$ cat src/kgr_regs.svh
// Register offsets, command codes, field positions and timing constants of the gate/reset block
// Function
// - Self-test command AAh loads 55h into the output buffer.
// - Interface test ABh returns 00, or 01 for keyboard clock stuck low, 03 for keyboard data stuck low.
// - Command C0h loads the sampled input port into the output buffer.
// - C1h/C2h keep copying low/high input port nibble into the status register.
// - Command D0h loads the output port value into the output buffer.
// - After D1h the next data byte sets or clears the gate from bit 1.
// - D2h/D3h echo the next data byte, marked keyboard or auxiliary.
// - D4h sends the next data byte to the auxiliary device.
// - E0h returns the state of the test inputs.
// - Even FXh commands pulse only the reset line low for 6 us while the hardware-reset bit is clear.
// - Two-bit clock-select field gives input clock: 6, 8, 12 or 16 MHz.
// - Fast-port enable lets the fast port drive gate and reset; else no effect.
// - Hardware-gate bit hands the gate output to the hardware path.
// - Hardware-reset bit hands the keyboard reset output to the hardware path.
// - Hardware path: data after D1 sets gate from bit 1.
// - Hardware path: data after D1 sets keyboard reset from bit 0.
// - Hardware path: FE waits 14 us then drives reset low 6 us.
// - Gate and reset come from software or hardware path, never both.
// - With fast port enabled, outputs merge controller control with fast port values.
// - Fast port bit 1 drives the gate high when 1; when 0 the gate follows the controller path.
// - Fast port reset bit gives a delayed low reset pulse; cleared before repeat.
// - Loading a result sets output-buffer-full; a data port read clears it.
`ifndef KGR_REGS_SVH
`define KGR_REGS_SVH

`define KGR_IO_DATA 16'h0060
`define KGR_IO_CMD 16'h0064
`define KGR_IO_FAST 16'h0092
`define KGR_CFG_FPC 8'hf0
`define KGR_FPC_RESET 8'h00
`define KGR_FPC_MASK 8'hc7
`define KGR_FAST_RSVD 8'h24

`define KGR_CMD_SELFTEST 8'haa
`define KGR_CMD_IFTEST 8'hab
`define KGR_CMD_KBD_OFF 8'had
`define KGR_CMD_KBD_ON 8'hae
`define KGR_CMD_RD_INP 8'hc0
`define KGR_CMD_NIB_LO 8'hc1
`define KGR_CMD_NIB_HI 8'hc2
`define KGR_CMD_RD_OUTP 8'hd0
`define KGR_CMD_WR_GATE 8'hd1
`define KGR_CMD_ECHO_KBD 8'hd2
`define KGR_CMD_ECHO_AUX 8'hd3
`define KGR_CMD_TO_AUX 8'hd4
`define KGR_CMD_RD_TEST 8'he0
`define KGR_CMD_FE 8'hfe
`define KGR_CMD_FX_HI 4'hf

`define KGR_SELFTEST_OK 8'h55
`define KGR_IF_OK 8'h00
`define KGR_IF_CLK_LOW 8'h01
`define KGR_IF_DATA_LOW 8'h03

`define KGR_MHZ_SEL0 8'h06
`define KGR_MHZ_SEL1 8'h08
`define KGR_MHZ_SEL2 8'h0c
`define KGR_MHZ_SEL3 8'h10

`define KGR_CLK_PERIOD_NS 20
`define KGR_T_DELAY_NS 14000
`define KGR_T_PULSE_NS 6000
`define KGR_T_SW_DELAY_NS 20

`endif

$ cat src/kgr_pkg.sv
// Types shared by the gate/reset block and its bench
package kgr_pkg;

	typedef struct packed {
		logic [1:0] clk_rate_sel;
		logic [2:0] rsvd;
		logic fast_port_enable;
		logic hw_gate_enable;
		logic hw_reset_enable;
	} kgr_fpc_t;

	typedef struct packed {
		logic valid;
		logic [7:0] data;
	} kgr_byte_t;

	typedef enum logic [1:0] {
		KGR_IDLE,
		KGR_WAIT_DATA
	} kgr_state_t;

	typedef enum logic [1:0] {
		KGR_NIB_OFF,
		KGR_NIB_LO,
		KGR_NIB_HI
	} kgr_nib_t;

endpackage : kgr_pkg

$ cat src/kgr_pulse.sv
// Delayed low-pulse timer: waits a delay, then holds its output for a width
`timescale 1ns/100ps
`default_nettype none
module kgr_pulse #(
	parameter int DELAY_CYC = 1,
	parameter int WIDTH_CYC = 1
) (
	// Clock and reset
	input wire logic clk_i,
	input wire logic rst_i,
	// Control
	input wire logic trig_i,
	output logic busy_o,
	output logic low_o
);
	localparam logic [9:0] DLY_M1 = 10'(DELAY_CYC - 1);
	localparam logic [9:0] WID_M1 = 10'(WIDTH_CYC - 1);

	logic [9:0] cnt;
	logic waiting;

	// Trigger while busy is ignored
	always_ff @(posedge clk_i or posedge rst_i) begin
		if (rst_i) begin
			cnt <= 10'h000;
			waiting <= 1'b0;
			busy_o <= 1'b0;
			low_o <= 1'b0;
		end else if (!busy_o) begin
			if (trig_i) begin
				busy_o <= 1'b1;
				waiting <= 1'b1;
				cnt <= DLY_M1;
			end
		end else if (cnt != 10'h000) begin
			cnt <= cnt - 10'h001;
		end else if (waiting) begin
			waiting <= 1'b0;
			low_o <= 1'b1;
			cnt <= WID_M1;
		end else begin
			low_o <= 1'b0;
			busy_o <= 1'b0;
		end
	end
endmodule : kgr_pulse
`default_nettype wire

$ cat src/kgr_top.sv
// Command decoder with gate and keyboard reset fast path
`timescale 1ns/100ps
`default_nettype none
`include "kgr_regs.svh"
module kgr_top (
	// Clock and reset
	input wire logic clk_i,
	input wire logic rst_i,
	// Host I/O port access
	input wire logic [15:0] io_addr_i,
	input wire logic io_wr_i,
	input wire logic io_rd_i,
	input wire logic [7:0] io_wdata_i,
	output logic [7:0] io_rdata_o,
	output logic io_rvalid_o,
	// Configuration register access
	input wire logic [7:0] cfg_index_i,
	input wire logic cfg_wr_i,
	input wire logic cfg_rd_i,
	input wire logic [7:0] cfg_wdata_i,
	output logic [7:0] cfg_rdata_o,
	// Pins from outside
	input wire logic kbd_clk_i,
	input wire logic kbd_data_i,
	input wire logic [7:0] input_port_i,
	input wire logic [1:0] test_in_i,
	// Bytes toward keyboard and auxiliary device
	output kgr_pkg::kgr_byte_t kbd_tx_o,
	output kgr_pkg::kgr_byte_t aux_tx_o,
	// Gate and reset pins
	output logic addr_line20_gate_o,
	output logic keyboard_reset_out_n_o,
	// Clock rate in MHz told by the select field
	output logic [7:0] clk_rate_mhz_o,
	// Status flags
	output logic obf_o,
	output logic aux_obf_o
);
	import kgr_pkg::*;

	localparam int DLY_CYC = (`KGR_T_DELAY_NS + `KGR_CLK_PERIOD_NS - 1) / `KGR_CLK_PERIOD_NS;
	localparam int PUL_CYC = (`KGR_T_PULSE_NS + `KGR_CLK_PERIOD_NS - 1) / `KGR_CLK_PERIOD_NS;
	localparam int SW_DLY_CYC = (`KGR_T_SW_DELAY_NS + `KGR_CLK_PERIOD_NS - 1) /
		`KGR_CLK_PERIOD_NS;

	// Pin synchronisers
	logic [11:0] pin_meta;
	logic [11:0] pin_sync;
	wire [11:0] pin_raw = {test_in_i, input_port_i, kbd_data_i, kbd_clk_i};

	always_ff @(posedge clk_i or posedge rst_i) begin
		if (rst_i) begin
			pin_meta <= 12'h000;
			pin_sync <= 12'h000;
		end else begin
			pin_meta <= pin_raw;
			pin_sync <= pin_meta;
		end
	end

	wire kbd_clk_s = pin_sync[0];
	wire kbd_data_s = pin_sync[1];
	wire [7:0] inport_s = pin_sync[9:2];
	wire [1:0] test_s = pin_sync[11:10];

	// Address decode
	wire wr_data = io_wr_i && (io_addr_i == `KGR_IO_DATA);
	wire wr_cmd = io_wr_i && (io_addr_i == `KGR_IO_CMD);
	wire wr_fast = io_wr_i && (io_addr_i == `KGR_IO_FAST);
	wire rd_data = io_rd_i && (io_addr_i == `KGR_IO_DATA);
	wire rd_stat = io_rd_i && (io_addr_i == `KGR_IO_CMD);
	wire rd_fast = io_rd_i && (io_addr_i == `KGR_IO_FAST);
	wire cfg_hit_wr = cfg_wr_i && (cfg_index_i == `KGR_CFG_FPC);
	wire cfg_hit_rd = cfg_rd_i && (cfg_index_i == `KGR_CFG_FPC);

	// Configuration and state
	kgr_fpc_t fpc;
	kgr_state_t state;
	kgr_state_t next_state;
	kgr_nib_t nib_mode;
	logic [7:0] pend_cmd;
	logic [7:0] out_buf;
	logic obf;
	logic aux_obf;
	logic cmd_flag;
	logic kbd_enable;
	logic [3:0] stat_nib;
	logic sw_gate;
	logic hw_gate;
	logic hw_rst_n;
	logic fast_gate_value;
	logic fast_reset_request;
	logic sw_busy;
	logic sw_low;
	logic fe_busy;
	logic fe_low;
	logic fast_busy;
	logic fast_low;

	// Command classification
	wire [7:0] cmd = io_wdata_i;
	wire fx_even = (cmd[7:4] == `KGR_CMD_FX_HI) && !cmd[0];
	wire needs_data = (cmd == `KGR_CMD_WR_GATE) || (cmd == `KGR_CMD_ECHO_KBD) ||
		(cmd == `KGR_CMD_ECHO_AUX) || (cmd == `KGR_CMD_TO_AUX);
	wire data_taken = wr_data && (state == KGR_WAIT_DATA);
	wire gate_data = data_taken && (pend_cmd == `KGR_CMD_WR_GATE);

	// Interface test: idle lines read high; stuck-high cannot be seen without driving
	wire [7:0] if_result = !kbd_clk_s ? `KGR_IF_CLK_LOW :
		(!kbd_data_s ? `KGR_IF_DATA_LOW : `KGR_IF_OK);

	wire [7:0] out_port = {6'h00, addr_line20_gate_o, keyboard_reset_out_n_o};

	// Result byte selection for commands
	logic cmd_load;
	logic [7:0] cmd_byte;

	always_comb begin
		cmd_load = 1'b1;
		cmd_byte = 8'h00;
		case (cmd)
			`KGR_CMD_SELFTEST: cmd_byte = `KGR_SELFTEST_OK;
			`KGR_CMD_IFTEST: cmd_byte = if_result;
			`KGR_CMD_RD_INP: cmd_byte = inport_s;
			`KGR_CMD_RD_OUTP: cmd_byte = out_port;
			`KGR_CMD_RD_TEST: cmd_byte = {6'h00, test_s};
			default: cmd_load = 1'b0;
		endcase
	end

	wire load_cmd = wr_cmd && cmd_load;
	wire load_echo = data_taken && ((pend_cmd == `KGR_CMD_ECHO_KBD) ||
		(pend_cmd == `KGR_CMD_ECHO_AUX));
	wire echo_aux = pend_cmd == `KGR_CMD_ECHO_AUX;
	wire ob_load = load_cmd || load_echo;
	wire [7:0] ob_byte = load_echo ? io_wdata_i : cmd_byte;

	// Command sequencing
	always_comb begin
		next_state = state;
		case (state)
			KGR_IDLE: if (wr_cmd && needs_data) begin
				next_state = KGR_WAIT_DATA;
			end
			KGR_WAIT_DATA: if (wr_data) begin
				next_state = KGR_IDLE;
			end else if (wr_cmd && !needs_data) begin
				next_state = KGR_IDLE;
			end
			default: next_state = KGR_IDLE;
		endcase
	end

	always_ff @(posedge clk_i or posedge rst_i) begin
		if (rst_i) begin
			state <= KGR_IDLE;
			pend_cmd <= 8'h00;
		end else begin
			state <= next_state;
			if (wr_cmd) begin
				pend_cmd <= cmd;
			end
		end
	end

	// Output buffer; a load in the read cycle keeps the flag set
	always_ff @(posedge clk_i or posedge rst_i) begin
		if (rst_i) begin
			out_buf <= 8'h00;
			obf <= 1'b0;
			aux_obf <= 1'b0;
		end else if (ob_load) begin
			out_buf <= ob_byte;
			obf <= 1'b1;
			aux_obf <= load_echo && echo_aux;
		end else if (rd_data) begin
			obf <= 1'b0;
			aux_obf <= 1'b0;
		end
	end

	// Status nibble copy mode and keyboard enable
	always_ff @(posedge clk_i or posedge rst_i) begin
		if (rst_i) begin
			nib_mode <= KGR_NIB_OFF;
			kbd_enable <= 1'b1;
			cmd_flag <= 1'b0;
		end else begin
			if (wr_cmd) begin
				cmd_flag <= 1'b1;
			end else if (wr_data) begin
				cmd_flag <= 1'b0;
			end
			if (wr_cmd && (cmd == `KGR_CMD_NIB_LO)) begin
				nib_mode <= KGR_NIB_LO;
			end else if (wr_cmd && (cmd == `KGR_CMD_NIB_HI)) begin
				nib_mode <= KGR_NIB_HI;
			end else if (wr_cmd) begin
				nib_mode <= KGR_NIB_OFF;
			end
			if (wr_cmd && (cmd == `KGR_CMD_KBD_OFF)) begin
				kbd_enable <= 1'b0;
			end else if (wr_cmd && (cmd == `KGR_CMD_KBD_ON)) begin
				kbd_enable <= 1'b1;
			end
		end
	end

	always_comb begin
		case (nib_mode)
			KGR_NIB_LO: stat_nib = inport_s[3:0];
			KGR_NIB_HI: stat_nib = inport_s[7:4];
			default: stat_nib = {1'b0, 1'b0, 1'b0, 1'b0};
		endcase
	end

	wire [7:0] status = nib_mode == KGR_NIB_OFF ?
		{2'b00, aux_obf, kbd_enable, cmd_flag, 1'b0, 1'b0, obf} :
		{stat_nib, cmd_flag, 1'b0, 1'b0, obf};

	// Bytes sent on to keyboard or auxiliary device
	always_ff @(posedge clk_i or posedge rst_i) begin
		if (rst_i) begin
			kbd_tx_o <= '0;
			aux_tx_o <= '0;
		end else begin
			kbd_tx_o.valid <= wr_data && (state == KGR_IDLE);
			aux_tx_o.valid <= data_taken && (pend_cmd == `KGR_CMD_TO_AUX);
			if (wr_data) begin
				kbd_tx_o.data <= io_wdata_i;
				aux_tx_o.data <= io_wdata_i;
			end
		end
	end

	// Fast-path control register
	always_ff @(posedge clk_i or posedge rst_i) begin
		if (rst_i) begin
			fpc <= kgr_fpc_t'(`KGR_FPC_RESET);
		end else if (cfg_hit_wr) begin
			fpc <= kgr_fpc_t'(cfg_wdata_i & `KGR_FPC_MASK);
		end
	end

	// Gate and reset sources of software and hardware paths
	always_ff @(posedge clk_i or posedge rst_i) begin
		if (rst_i) begin
			sw_gate <= 1'b0;
			hw_gate <= 1'b0;
			hw_rst_n <= 1'b1;
		end else if (gate_data) begin
			if (fpc.hw_gate_enable) begin
				hw_gate <= io_wdata_i[1];
			end else begin
				sw_gate <= io_wdata_i[1];
			end
			if (fpc.hw_reset_enable) begin
				hw_rst_n <= io_wdata_i[0];
			end
		end
	end

	// Fast gate/reset port; reset request fires on its 0 to 1 write
	wire fast_rst_rise = wr_fast && io_wdata_i[0] && !fast_reset_request;

	always_ff @(posedge clk_i or posedge rst_i) begin
		if (rst_i) begin
			fast_gate_value <= 1'b0;
			fast_reset_request <= 1'b0;
		end else if (wr_fast) begin
			fast_gate_value <= io_wdata_i[1];
			fast_reset_request <= io_wdata_i[0];
		end
	end

	wire [7:0] fast_port = `KGR_FAST_RSVD | {6'h00, fast_gate_value, fast_reset_request};

	// Reset pulse timers
	wire sw_trig = wr_cmd && fx_even && !fpc.hw_reset_enable;
	wire fe_trig = wr_cmd && (cmd == `KGR_CMD_FE) && fpc.hw_reset_enable;
	wire fast_trig = fast_rst_rise && fpc.fast_port_enable;

	kgr_pulse #(
		.DELAY_CYC(SW_DLY_CYC),
		.WIDTH_CYC(PUL_CYC)
	) u_sw_pulse (
		.clk_i(clk_i),
		.rst_i(rst_i),
		.trig_i(sw_trig),
		.busy_o(sw_busy),
		.low_o(sw_low)
	);

	kgr_pulse #(
		.DELAY_CYC(DLY_CYC),
		.WIDTH_CYC(PUL_CYC)
	) u_fe_pulse (
		.clk_i(clk_i),
		.rst_i(rst_i),
		.trig_i(fe_trig),
		.busy_o(fe_busy),
		.low_o(fe_low)
	);

	kgr_pulse #(
		.DELAY_CYC(DLY_CYC),
		.WIDTH_CYC(PUL_CYC)
	) u_fast_pulse (
		.clk_i(clk_i),
		.rst_i(rst_i),
		.trig_i(fast_trig),
		.busy_o(fast_busy),
		.low_o(fast_low)
	);

	// Output merge: one controller path, then OR with the fast port
	wire ctl_gate = fpc.hw_gate_enable ? hw_gate : sw_gate;
	wire ctl_rst_low = fpc.hw_reset_enable ? (fe_low || !hw_rst_n) : sw_low;
	wire next_gate = ctl_gate || (fpc.fast_port_enable && fast_gate_value);
	wire next_rst_low = ctl_rst_low || (fpc.fast_port_enable && fast_low);

	always_ff @(posedge clk_i or posedge rst_i) begin
		if (rst_i) begin
			addr_line20_gate_o <= 1'b0;
			keyboard_reset_out_n_o <= 1'b1;
		end else begin
			addr_line20_gate_o <= next_gate;
			keyboard_reset_out_n_o <= !next_rst_low;
		end
	end

	// Clock rate told by the select field
	logic [7:0] next_mhz;

	always_comb begin
		case (fpc.clk_rate_sel)
			2'h0: next_mhz = `KGR_MHZ_SEL0;
			2'h1: next_mhz = `KGR_MHZ_SEL1;
			2'h2: next_mhz = `KGR_MHZ_SEL2;
			default: next_mhz = `KGR_MHZ_SEL3;
		endcase
	end

	// Read answers, one cycle after the strobe
	wire io_hit = rd_data || rd_stat || rd_fast;
	wire [7:0] next_io_rdata = rd_data ? out_buf : (rd_stat ? status :
		(rd_fast ? fast_port : 8'h00));

	always_ff @(posedge clk_i or posedge rst_i) begin
		if (rst_i) begin
			io_rdata_o <= 8'h00;
			io_rvalid_o <= 1'b0;
			cfg_rdata_o <= 8'h00;
			clk_rate_mhz_o <= `KGR_MHZ_SEL0;
			obf_o <= 1'b0;
			aux_obf_o <= 1'b0;
		end else begin
			io_rvalid_o <= io_hit;
			if (io_hit) begin
				io_rdata_o <= next_io_rdata;
			end
			if (cfg_hit_rd) begin
				cfg_rdata_o <= fpc;
			end else if (cfg_rd_i) begin
				cfg_rdata_o <= 8'h00;
			end
			clk_rate_mhz_o <= next_mhz;
			obf_o <= obf;
			aux_obf_o <= aux_obf;
		end
	end

endmodule : kgr_top
`default_nettype wire

$ cat config.mk
export PLATFORM = sky130hd
export DESIGN_NAME = kgr_top
export DESIGN_NICKNAME = d
export VERILOG_FILES = /design/src/kgr_pkg.sv /design/src/kgr_pulse.sv /design/src/kgr_top.sv
export VERILOG_INCLUDE_DIRS = /design/src /design/src/src
export SDC_FILE = /design/constraint.sdc
export NUM_CORES = 1
export LEC_CHECK = 0
export ABC_AREA = 1
export ABC_CLOCK_PERIOD_IN_PS = 10900
export BUFFER_PORTS_ARGS = -buffer_cell sky130_fd_sc_hd__buf_2
export CAP_MARGIN = 20
export CORE_ASPECT_RATIO = 1.25
export CORE_MARGIN = 8
export CORE_UTILIZATION = 61
export DETAILED_ROUTE_END_ITERATION = 16
export GPL_ROUTABILITY_DRIVEN = 0
export PLACE_DENSITY = 0.85
export SLEW_MARGIN = 0
export SYNTH_ARGS = -nofsm -noshare
export SYNTH_HDL_FRONTEND = slang
export SYNTH_SLANG_ARGS = --single-unit
$ cat constraint.sdc
create_clock -name clk_i -period 10.9 [get_ports clk_i]
set_clock_uncertainty 0.15 [all_clocks]
set_input_delay 2.18 -clock clk_i [delete_from_list [all_inputs] [get_ports clk_i]]
set_output_delay 2.18 -clock clk_i [all_outputs]
set_load 0.005 [all_outputs]
==> flow_summary.ini <==
[timing]
hold_viol = 0
holdWs_ns = 0.1948
setup_viol = 0
report.final.slew_viol_count = 0
setup_tns_ns = 0
tightest_slew_ns = 0.6378
max_freq_mhz = 262.0
period_minus_slack_ns = 3.816
relSlewSlack = 0.5735
rsz0062_at_grt = false
post-route-period-util = 0.3501

[setup_path]
slowest_stage = nand4_1
r2r_cells = 11
cp.buffers_inverters = 2
crit_type = primary input to flop
critPathArrivalTime_ns = 4.02
cp-end-kind = flop
max_stage_delay_ns = 0.53
start_kind = primary input
cp_max_fo = 12
timing.rr.start = u_fast_pulse.cnt[0]$_DFFE_PP0P_
path_common_cell = nand2_1
crit_family = simple AND/OR/NAND/NOR gates
r2r_end = u_fast_pulse.cnt[1]$_DFFE_PP0P_
r2r_slack_ns = 8.47
path_cells = buf_2 -> nor2_1 -> nand2_1 -> nor2_4 -> inv_2 -> nor2_2 -> nand4_1 -> nand3_2 -> nand2_1 -> nand2_1
cp.required_ns = 11.10

[cts]
cts_setup_buffers = 0
clk_path_buf_depth = 2
cts_tree = done
path_clk_slew_ns = 0.06
cts_hold_buf = 0
cts_made_buffers = 17
htreeDepth = 4
cts_num_sinks = 128
worstSkewPairLatency_ns = 0.43
root_buffer = clkbuf_16
ctsResizeCount = 0

[layout]
area_delta_synth_final_pct = 17.27
final_nets = 919
drive_gt1_frac = 0.2164
diodes = 0
final_common_cell = nand2_1
layout_common_cells = nand2_1 (184), dfrtp_1 (123), buf_2 (94)

[floorplanning]
core_um2 = 10160
start_util = 0.6276
fp-row-count = 41
pin_count = 105
chipWidth_um = 107.4
die_y_um = 130.3
die-area_um2 = 14000

[detailed_routing]
ant_nets = 0
finalWirelength_mm = 16.41
wl_per_cell_um = 16.52
routed-via-count = 5641
firstDrtPassIters = 5
drcViolationCount = 0
drt_iter0_markers = 439
via_per_inst = 5.681

[synthesis]
yosys.area.top_type = dfrtp_1
syn_inst = 756
yosys_warnings = 0
async_reset_ff_frac = 1.000
ys_ff_latch = 128
yosys_most_used_dff = dfrtp_1
synth_area_leaders = dfrtp_1 (48%), nand2_1 (11%), nand3_1 (5.7%)
synthesis.area_um2 = 6375
synth_edf_count = 0
avgSynthCellArea_um2 = 8.432
synth.distinct_cells = 43
yosysSeqAreaShare = 0.5034
synth_top_area_share = 0.4828

[grt]
grt_pass1_vias = 5676
grt_overflow_total = 0
grt_use_total = 0.2429
grt_pass1_wl_mm = 26.88
grt_max_degree = 85
grt_antenna_before_repair = 0

[hold_path]
hold_start = pin_meta[10]$_DFF_PP0_
hold_depth = 0
hold_class = flop to flop
worstHoldEndpoint = pin_sync[10]$_DFF_PP0_

[run_status]
status = completed

[place]
portBuffers = 94
hpwl_mm = 11.25

[pwr]
leakage_nw = 3.907
power_density_nw_per_um2 = 146.3
ir_drop_mv = 0.1030

[run]
cap_violations = 0
## report_power, final
group          internal [mW]  switching, mW  leakage [nW]  total [mW]
registers              0.482        0.00304          1.55       0.485
clock network          0.345          0.223         0.288       0.568
logic                 0.0128         0.0280          2.07      0.0408
## metal layers
layer	global-route usage	wire [um]
met1	0.2606	5860
met2	0.4323	8736
met3	0.05723	1212
met4	0.1326	597
met5	0	0
## how the worst max path moves through the flow
stage / startpoint / to / slack [ns] / depth (start not counted)
after CTS: io_addr_i[15] / u_fast_pulse.cnt[1]$_DFFE_PP0P_ / 7.09 / 10
after global placement: io_addr_i[13] / u_fast_pulse.cnt[4]$_DFFE_PP0P_ / 6.81 / 10
after floorplan: rst_i / addr_line20_gate_o$_DFF_PP0_ / 5.17 / 1
after global routing: io_addr_i[11] / u_fast_pulse.cnt[1]$_DFFE_PP0P_ / 6.93 / 10
after detailed placement: io_addr_i[15] / u_fast_pulse.cnt[1]$_DFFE_PP0P_ / 6.70 / 10
final: io_addr_i[15] / u_fast_pulse.cnt[1]$_DFFE_PP0P_ / 7.08 / 10
## registers in the layout, summed over array words and instances (netlist names), 2 cells and up
register          cells
aux_tx_o              9
cfg_rdata_o           5
clk_rate_mhz_o        4
fpc                   5
io_rdata_o            8
nib_mode              2
out_buf               8
pend_cmd              8
pin_meta             12
pin_sync             12
u_fast_pulse.cnt     10
u_fe_pulse.cnt       10
u_sw_pulse.cnt       10
## per-stage QoR
| stage | util | power (mW) | cell area (um^2) | setup slack [ns] | cells |
|---|---|---|---|---|---|
| 2_1_floorplan | - | 0.5130 | 6397 | 5.166 | 762 |
| 3_3_place_gp | 0.6748 | 0.5304 | 6854 | 6.809 | 960 |
| 3_5_place_dp | 0.6748 | 0.5322 | 6854 | 6.700 | 960 |
| 4_1_cts | 0.7333 | 1.095 | 7448 | 7.086 | 992 |
| 5_1_grt | 0.7360 | 1.124 | 7476 | 6.931 | 993 |
| 6_report | 0.7360 | 1.094 | 7476 | 7.084 | 993 |
## synthesized netlist by cell type (4+ instances only)
cell,n
xor2_1,6
dfstp_2,5
ha_1,10
inv_2,9
o21ai_0,43
xnor2_1,4
o22ai_1,8
nand3_2,7
inv_1,85
nor2_4,4
nor2_2,9
nand4_1,30
o21ai_1,5
nor3_1,11
buf_2,4
o21ai_2,6
buf_4,16
a21oi_1,18
nand3_1,73
nor2_1,59
nand2_2,6
dfrtp_1,123
nand2_1,184
## final cells by class
class                      count  area [um^2]
clock buffer                  18        439.2
tap                          129        161.4
timing repair buffer          96        505.5
clock inverter                14        155.1
fill                         690         2681
sequential                   128         3209
inverter                      94        355.3
multi-input combinational    514         2650
## worst reg2reg max path, cell delays in order (launching register included)
cell      delay, ns
dfrtp_1        0.39
inv_1          0.15
ha_1           0.24
nand2_1        0.08
nor2_2         0.17
nand3b_1       0.17
nor2_2         0.22
inv_2          0.07
nand2_2        0.20
nand3_2        0.23
nand2_1        0.17
nand2_1        0.07
## cell families after synthesis
group	count (synthesis)	share of synthesized area
compound gates	89	0.08126
xor+xnor	10	0.01374
fa+ha+maj	10	0.01963
buf+inv	120	0.08440
flops	128	0.5034
other cells	1	0.0005882
simple gates	398	0.2970
(Power assumes the default switching activity.)
